**config.mk**
```make
export PLATFORM = sky130hd
export DESIGN_NAME = sarq_sequencer
export DESIGN_NICKNAME = d
export VERILOG_FILES = /design/src/sarq_pkg.sv /design/src/sarq_sequencer.sv /design/src/sarq_sync.sv
export SDC_FILE = /design/constraint.sdc
export NUM_CORES = 1
export LEC_CHECK = 0
export ABC_AREA = 1
export BUFFER_PORTS_ARGS = -buffer_cell sky130_fd_sc_hd__clkbuf_2
export CAP_MARGIN = 40
export CORE_ASPECT_RATIO = 0.75
export CORE_MARGIN = 2
export CORE_UTILIZATION = 40
export CTS_CLUSTER_DIAMETER = 30
export DETAILED_ROUTE_END_ITERATION = 10
export PLACE_DENSITY_LB_ADDON = 0.08
export SLEW_MARGIN = 20
export SYNTH_ARGS = -nofsm -noshare
export SYNTH_HDL_FRONTEND = slang
export SYNTH_SLANG_ARGS = --single-unit
```
**constraint.sdc**
```tcl
create_clock -name core_clk -period 3.4 [get_ports core_clk]
set_clock_uncertainty 0.1 [all_clocks]
set_input_delay 0.17 -clock core_clk [delete_from_list [all_inputs] [get_ports core_clk]]
set_output_delay 0.17 -clock core_clk [all_outputs]
set_load 0.01 [all_outputs]
```
**src/sarq_pkg.sv**
```systemverilog
`default_nettype none
package sarq_pkg;
  // result word
  localparam int RESULT_BITS       = 10;
  localparam logic [9:0] RESULT_RESET = 10'h000;
  // shift clock falling edge numbers within one transfer
  localparam logic [4:0] SAMPLE_START_EDGE = 5'h03;
  localparam logic [4:0] HANDOFF_EDGE      = 5'h0A;
  localparam logic [4:0] MAX_EDGES         = 5'h10;
  // timing, core clock at 200 MHz
  localparam int CLK_PERIOD_NS     = 5;
  localparam int CONV_TIME_NS      = 21000;
  localparam int SEL_HOLD_NS       = 1425;
  // longest time rounds down, one step per result bit
  localparam int STEP_CYCLES       = CONV_TIME_NS / CLK_PERIOD_NS / RESULT_BITS;
  // least time rounds up
  localparam int SEL_HOLD_CYCLES   = (SEL_HOLD_NS + CLK_PERIOD_NS - 1) / CLK_PERIOD_NS;
  // synchroniser depth
  localparam int SYNC_STAGES       = 2;
  // conversion controller states
  typedef enum logic [1:0] {
    SARQ_IDLE    = 2'b00,
    SARQ_CONVERT = 2'b01
  } sarq_state_t;
endpackage
`default_nettype wire

```
**src/sarq_sequencer.sv**
```systemverilog
// How it works
// RQ1 - select fall resets counters, enables output
// RQ2 - select rise stops shift clock response
// RQ3 - output floats with select high, driven low
// RQ4 - valid select presents previous result MSB
// RQ5 - each falling edge shifts next lower bit
// RQ6 - tenth edge onward output stays low
// RQ7 - sample from third to tenth edge
// RQ8 - tenth edge hands conversion to controller
// RQ9 - successive approximation gives held 10-bit result
// RQ10 - host waits conversion time before next transfer
// RQ11 - host sends at most sixteen shift clocks
// RQ12 - host raises eleventh clock in time
// RQ13 - select level counts only when held
// RQ14 - pins synchronised before edges are used
`timescale 1ns/1ps
`default_nettype none
module sarq_sequencer
  import sarq_pkg::*;
#(
  parameter int STEP_CNT = sarq_pkg::STEP_CYCLES,     // core cycles per approximation step
  parameter int SEL_HOLD = sarq_pkg::SEL_HOLD_CYCLES  // cycles a select level must last
) (
  input  wire logic                   core_clk,
  input  wire logic                   resetn,
  input  wire logic                   device_select_n,
  input  wire logic                   serial_shift_clock,
  input  wire logic                   comparator_above,
  output logic                        serial_result_out,
  output logic                        serial_result_oe,
  output logic                        sample_enable,
  output logic [sarq_pkg::RESULT_BITS-1:0] dac_trial,
  output logic                        conv_busy
);
  import sarq_pkg::*;

  logic                   sel_n_s;       // synchronised select, active low
  logic                   sclk_s;        // synchronised shift clock
  logic                   cmp_s;         // synchronised comparator decision
  logic                   sel_n_d;       // previous select level
  logic                   sclk_d;        // previous shift clock level
  logic                   sel_fall;      // select went active
  logic                   sclk_fall;     // accepted shift clock falling edge
  logic [8:0]             hold_cnt;      // cycles since last select change
  logic [4:0]             edge_cnt;      // falling edges in this transfer
  logic [RESULT_BITS-1:0] shreg;         // outgoing result bits
  logic [RESULT_BITS-1:0] result;        // last finished conversion
  logic                   conv_done;     // one-cycle pulse, result updated
  logic                   restart_pend;  // continuous select, wait for 16th edge
  logic                   conv_start;    // tenth edge seen
  sarq_state_t            state;         // conversion controller state
  logic [8:0]             step_cnt;      // divider for approximation steps
  logic                   step_en;       // one-cycle step enable
  logic [3:0]             bit_idx;       // bit under trial
  logic                   restart;       // begin next transfer without select toggle

  // pins into the core clock domain
  sarq_sync #(.RESET_VALUE(1'b1)) u_sync_sel (  // [RQ14]
    .core_clk (core_clk),
    .resetn   (resetn),
    .async_in (device_select_n),
    .sync_out (sel_n_s)
  );
  sarq_sync #(.RESET_VALUE(1'b0)) u_sync_sclk (  // [RQ14]
    .core_clk (core_clk),
    .resetn   (resetn),
    .async_in (serial_shift_clock),
    .sync_out (sclk_s)
  );
  sarq_sync #(.RESET_VALUE(1'b0)) u_sync_cmp (
    .core_clk (core_clk),
    .resetn   (resetn),
    .async_in (comparator_above),
    .sync_out (cmp_s)
  );

  // edge history
  always_ff @(posedge core_clk or negedge resetn) begin
    if (!resetn) begin
      sel_n_d <= 1'b1;
      sclk_d  <= 1'b0;
    end else begin
      sel_n_d <= sel_n_s;
      sclk_d  <= sclk_s;
    end
  end

  // a fall only counts after the high level was held long enough
  assign sel_fall  = sel_n_d && !sel_n_s && (hold_cnt >= 9'(SEL_HOLD));  // [RQ13]
  // shift clock ignored while select is inactive
  assign sclk_fall = sclk_d && !sclk_s && !sel_n_s && !sel_n_d;  // [RQ2]

  // level age counter, saturates at the hold time
  always_ff @(posedge core_clk or negedge resetn) begin
    if (!resetn) begin
      hold_cnt <= 9'h000;
    end else if (sel_n_d != sel_n_s) begin
      hold_cnt <= 9'h000;
    end else if (hold_cnt < 9'(SEL_HOLD)) begin
      hold_cnt <= hold_cnt + 9'h001;
    end
  end

  // continuous select: next transfer starts once the result is in
  assign restart = !sel_n_s && ((conv_done && edge_cnt == HANDOFF_EDGE)
                   || (restart_pend && edge_cnt == MAX_EDGES));

  // transfer bit counter and output shifter
  always_ff @(posedge core_clk or negedge resetn) begin
    if (!resetn) begin
      edge_cnt <= 5'h00;
      shreg    <= RESULT_RESET;
    end else if (sel_fall || restart) begin
      edge_cnt <= 5'h00;  // [RQ1]
      shreg    <= result;  // [RQ4] [RQ9]
    end else if (sclk_fall) begin
      if (edge_cnt < MAX_EDGES) begin
        edge_cnt <= edge_cnt + 5'h01;
      end
      // zero fill: ninth edge shows the lsb, tenth and later show low
      shreg <= {shreg[RESULT_BITS-2:0], 1'b0};  // [RQ5] [RQ6]
    end
  end

  // extra clocks beyond sixteen only repeat zeros
  assign conv_start = sclk_fall && (edge_cnt == HANDOFF_EDGE - 5'h01);  // [RQ8]

  // pending restart for sixteen clock continuous transfers
  always_ff @(posedge core_clk or negedge resetn) begin
    if (!resetn) begin
      restart_pend <= 1'b0;
    end else if (sel_fall || restart || sel_n_s) begin
      restart_pend <= 1'b0;
    end else if (conv_done && edge_cnt > HANDOFF_EDGE) begin
      restart_pend <= 1'b1;
    end
  end

  // sampling window, third edge until tenth edge
  always_ff @(posedge core_clk or negedge resetn) begin
    if (!resetn) begin
      sample_enable <= 1'b0;
    end else if (sel_fall || restart || sel_n_s) begin
      sample_enable <= 1'b0;
    end else if (sclk_fall && edge_cnt == SAMPLE_START_EDGE - 5'h01) begin
      sample_enable <= 1'b1;  // [RQ7]
    end else if (conv_start) begin
      sample_enable <= 1'b0;  // [RQ7]
    end
  end

  // output enable follows the synchronised select
  always_ff @(posedge core_clk or negedge resetn) begin
    if (!resetn) begin
      serial_result_oe <= 1'b0;
    end else begin
      serial_result_oe <= !sel_n_s;  // [RQ3] [RQ1]
    end
  end

  // driven value stays low while floating
  assign serial_result_out = shreg[RESULT_BITS-1] & serial_result_oe;  // [RQ3]

  // step divider, runs only during conversion
  always_ff @(posedge core_clk or negedge resetn) begin
    if (!resetn) begin
      step_cnt <= 9'h000;
      step_en  <= 1'b0;
    end else if (state != SARQ_CONVERT || step_cnt == 9'(STEP_CNT - 1)) begin
      step_cnt <= 9'h000;
      step_en  <= (state == SARQ_CONVERT);
    end else begin
      step_cnt <= step_cnt + 9'h001;
      step_en  <= 1'b0;
    end
  end

  // conversion controller, independent of the shift clock once started;
  // select changes do not abort it, the previous result would be lost
  always_ff @(posedge core_clk or negedge resetn) begin
    if (!resetn) begin
      state     <= SARQ_IDLE;
      bit_idx   <= 4'h0;
      dac_trial <= RESULT_RESET;
      result    <= RESULT_RESET;
      conv_done <= 1'b0;
    end else begin
      conv_done <= 1'b0;
      case (state)
        SARQ_IDLE: begin
          if (conv_start) begin
            state     <= SARQ_CONVERT;  // [RQ8]
            bit_idx   <= 4'(RESULT_BITS - 1);
            dac_trial <= {1'b1, {(RESULT_BITS-1){1'b0}}};
          end
        end
        SARQ_CONVERT: begin
          if (step_en) begin
            // keep the trial bit only when the input is at or above it
            if (bit_idx == 4'h0) begin
              state     <= SARQ_IDLE;
              result    <= {dac_trial[RESULT_BITS-1:1], cmp_s};  // [RQ9]
              dac_trial <= {dac_trial[RESULT_BITS-1:1], cmp_s};
              conv_done <= 1'b1;
            end else begin
              dac_trial[bit_idx]        <= cmp_s;  // [RQ9]
              dac_trial[bit_idx - 4'h1] <= 1'b1;
              bit_idx                   <= bit_idx - 4'h1;
            end
          end
        end
        default: begin
          state <= SARQ_IDLE;
        end
      endcase
    end
  end

  assign conv_busy = (state == SARQ_CONVERT);
endmodule
`default_nettype wire

```
**src/sarq_sync.sv**
```systemverilog
`timescale 1ns/1ps
`default_nettype none
// two-flop synchroniser for one pin level
module sarq_sync #(
  parameter logic RESET_VALUE = 1'b0
) (
  input  wire logic core_clk,
  input  wire logic resetn,
  input  wire logic async_in,
  output logic      sync_out
);
  logic meta;  // first stage, read only by the second

  // capture then settle
  always_ff @(posedge core_clk or negedge resetn) begin
    if (!resetn) begin
      meta     <= RESET_VALUE;
      sync_out <= RESET_VALUE;
    end else begin
      meta     <= async_in;
      sync_out <= meta;
    end
  end
endmodule
`default_nettype wire
```
==> flow_results.org <==
** STA
- Setup TNS Final :: 0 ns
- FMAX :: approximately 0.45 GHz
- Number of max-slew violations in the final report :: 0
- Period utilisation layout :: 0.660
- Unrepaired setup endpoints after global routing :: no
- Count of final setup violators :: 0
- Relative slew margins :: 0.532
- The worst path in the final design needs a cycle of roughly 2.2 ns, including I/O delays and setup.
- Transition at the pin with the smallest max-transition slack :: 0.700 ns
- Number of hold violations in the final report :: 0

** Final layout
- Fin nets :: roughly 470
- Total of fill cells in the finished design :: around 900
- Antenna fix cells :: 0
- Of the cells placed in the final design, the portion with a size suffix greater than 1 is 0.156.
- Summed area of non-filler cells in the final layout :: 0.00416 mm²
- Number of standard cells in the layout, taps in and fillers out :: roughly 570
- The area growth from synthesis to layout is 12.8%.

** Route
- Final wirelength :: about 7700 µm
- In the routed design, unresolved DRC markers number 0.
- DRT iter0 DRCs :: around 160
- Antenna Nets Post-Route :: 0
- Using the TritonRoute via totals, the vias-per-cell ratio works out to approximately 5.
- The first detailed-routing pass took 4 iterations.
- Wire length per cell :: 13.6 µm
- Total via count after detailed routing :: around 2,800

** Global route
- In the global route stage, overall resource usage came out at 0.170.
- Maximum number of pins on one net before global-route repair :: 38
- For this run, global-route usage on met3 was measured as 0.0418.
- After global routing, the most crowded layer is met1.
- The total overflow left after global routing is 0.
- The first global-routing pass estimated roughly 13,000 µm of wire.
- Number of global-route vias before repair :: about 2,700
- For this run, global-route usage on met2 was measured as 0.227.
- The initial antenna violation count was 0.
- Global routing met1 resource utilization :: 0.264

** Setup path
- In this run the worst path has a maximum fanout of 11.
- The worst setup path is launched from a register.
- Category of the critical setup timing path :: register to register
- Data arrives at the worst endpoint at around 2.4 ns.
- Across all register-to-register paths, the minimum setup slack is around 1.2 ns.
- The critical path ends at dac_trial[8].
- The number of cells on the worst reg-to-reg path is 8.
- The endpoint identified for the worst register-to-register timing path is dac_trial[8].
- Reg-to-Reg Start :: bit_idx[0]
- Start point of the critical path :: bit_idx[0]
- Required time at the endpoint of the critical path :: 3.52 ns
- The worst setup path is captured at a register.

** Die
- IO Count :: 19
- The initial utilization of the core area, before any placement, comes to 0.410.
- In this run the core area contains 30 standard-cell rows.
- Width of the die :: roughly 110 µm
- The core region is about 0.009 mm².
- DIE AREA :: about 0.01 mm²
- In this run the vertical extent of the chip is 87.2 µm.

** Outcome
- Run status :: completed

** Power and ir drop
- In this run the static leakage power is about 2.0 nW.
- Of the total power, the share spent switching nets is 0.274.
- Clock group share of total power :: 0.436
- The share of total power dissipated in combinational logic is 0.091.
- In this run the power spent charging and discharging nets is approximately 0.54 mW.
- The share of total power dissipated in sequential elements is 0.473.
- Pwr dens :: approximately 480 mW/mm²
- Int Pwr :: between 1 and 1.5 mW
- Overall power consumption after layout is estimated at 1.98 mW.
- VDD sags by at most 0.000262 V.

** Synth
- The Yosys step of the flow raised 0 warnings.
- Cell types with the largest area share after synthesis :: sky130_fd_sc_hd__dfrtp_1, sky130_fd_sc_hd__nand2_1, sky130_fd_sc_hd__ha_1
- Post-synth EDFFs :: 0
- Commonest cells post-synth :: sky130_fd_sc_hd__nand2_1, sky130_fd_sc_hd__dfrtp_1, sky130_fd_sc_hd__inv_1, sky130_fd_sc_hd__nand3_1
- Instance count of the mapped netlist :: around 430
- Netlist cell types :: 40
- In the post-synthesis netlist, the cell with the most instances is sky130_fd_sc_hd__nand2_1.
- Counting every net in the synthesized netlist gives roughly 450.
- For this run, the leading register cell type out of synthesis is sky130_fd_sc_hd__dfrtp_1.
- The synthesized netlist occupies a cell area of 0.00369 mm².
- Share of the yosys chip area belonging to registers :: 0.483
- The synthesized design contains ~70 register bits.
- Cell taking the most area after synthesis :: sky130_fd_sc_hd__dfrtp_1
- Share of synthesized registers carrying an async set or reset :: 1.00
- Syn avg cell area :: roughly 8.7 µm²
- Top cell type's share of synthesized area :: 0.461

** Clock tree
- Max H-tree Level :: 3
- # resized after CTS :: 0
- For the worst-skew pair, the clock arrives at the later sink with an insertion delay of ~0.33 ns.
- After clock tree synthesis, the clock-pin slew on the worst setup and hold paths is approximately 0.060 ns.
- The longest clock path from root to sink contains 2 buffers.
- Counting the buffers created by CTS gives 9.
- Clock tree from TritonCTS :: yes
- Root buffer selected by CTS :: sky130_fd_sc_hd__clkbuf_16
- Clock Sink Count :: ~70

** Placed design
- Summed over all nets, the half-perimeter wirelength after detailed placement is 5440 µm.
- Cell area reported after detailed placement :: 0.00384 mm²
- At the end of routability-driven placement, the weighted congestion stood at around 0.9.
- In this run, placement finished with an instance count of ~550.
- During placement, the flow inserted port buffers numbering 18.

** Run
- Max capacitance violation total :: 0

** Hold path
- The min-delay analysis places its worst path in the category input pin to async pin.
metrics by stage:
stage               worst slack (ns)  utilization  hold WS, ns
floorplan                       1.82            -       -0.226
global placement                1.24        0.425        0.165
detailed placement              1.13        0.427       0.0652
CTS                             1.10        0.462        0.249
global route                   0.891        0.462        0.249
finish                          1.15        0.462        0.230
power by group through the flow:
stage / combinational [mW] / sequential (mW) / clock (mW)
floorplan: 0.153 / 0.927 / 0
global placement: 0.173 / 0.953 / 0
detailed placement: 0.179 / 0.953 / 0
CTS: 0.184 / 0.938 / 0.886
global route: 0.208 / 0.944 / 0.922
finish: 0.181 / 0.938 / 0.865
flip-flops by register name, summed over array words and instances (netlist names), 4 cells and up:
name       count
bit_idx        4
shreg         10
step_cnt       9
edge_cnt       5
result        10
dac_trial     10
hold_cnt       9
metal layers:
layer	wire length (µm)	vias up
met2	3140	49
met1	4220	1315
met4	62	0
met5	0	-
met3	294	6
li1	-	1449
worst min-delay path by stage:
stage | to | slack [ns] | from | depth (start not counted)
2_1_floorplan | bit_idx[0] | -0.23 | resetn | 0
3_3_place_gp | u_sync_sel.meta | 0.17 | device_select_n | 1
3_5_place_dp | hold_cnt[1] | 0.07 | resetn | 1
4_1_cts | hold_cnt[1] | 0.25 | resetn | 2
5_1_grt | u_sync_sel.sync_out | 0.25 | u_sync_sel.meta | 0
6_report | hold_cnt[1] | 0.23 | resetn | 2
area by class of cell:
cell class | instances | area (µm²) | share of cell area
multi-input cells | 297 | 1630 | 0.392
flip-flops and latches | 71 | 1780 | 0.428
clock inverters | 7 | 50.0 | 0.0120
inverters | 46 | 174 | 0.0418
repair buffers | 24 | 160 | 0.0385
well taps | 112 | 140 | 0.0337
clock buffers | 9 | 225 | 0.0541
critical path, stage by stage (launching register included):
cell	delay, ns
sky130_fd_sc_hd__dfrtp_1	0.40
sky130_fd_sc_hd__inv_1	0.14
sky130_fd_sc_hd__ha_1	0.28
sky130_fd_sc_hd__a21oi_1	0.56
sky130_fd_sc_hd__inv_1	0.27
sky130_fd_sc_hd__nand2_4	0.19
sky130_fd_sc_hd__inv_2	0.09
sky130_fd_sc_hd__nand2_1	0.06
sky130_fd_sc_hd__nand2_1	0.06
cell usage in the layout (no fill, tap or decap), types with 9 or more instances in the layout:
master / synthesis / layout
sky130_fd_sc_hd__a21oi_1: 14 / 14
sky130_fd_sc_hd__dfrtp_1: 68 / 68
sky130_fd_sc_hd__o21ai_0: 31 / 31
sky130_fd_sc_hd__inv_1: 40 / 40
sky130_fd_sc_hd__clkbuf_2: 0 / 17
sky130_fd_sc_hd__ha_1: 14 / 14
sky130_fd_sc_hd__nand3_1: 33 / 33
sky130_fd_sc_hd__clkbuf_16: 0 / 9
sky130_fd_sc_hd__nand3b_1: 10 / 10
sky130_fd_sc_hd__nand2_1: 102 / 102
sky130_fd_sc_hd__nor2_1: 31 / 31
sky130_fd_sc_hd__nand4_1: 17 / 17
repair_timing:
| action | in CTS | in global routing |
|---|---|---|
| hold buffers | 4 | 0 |
| buffers inserted | 0 | 0 |
| endpoints found under the hold margin | 37 | 0 |
cell families (layout without fill, tap and decap cells):
logic type / Yosys count / count (layout) / synth area share
AO/OA/AOI/OAI: 54 / 54 / 0.0797
XOR/XNOR: 4 / 4 / 0.0115
adder cells (fa/ha/maj): 14 / 14 / 0.0475
buffers and inverters: 58 / 86 / 0.0756
flip-flops: 71 / 71 / 0.483
AND/OR/NAND/NOR: 225 / 225 / 0.303
(Power assumes the default switching activity.)
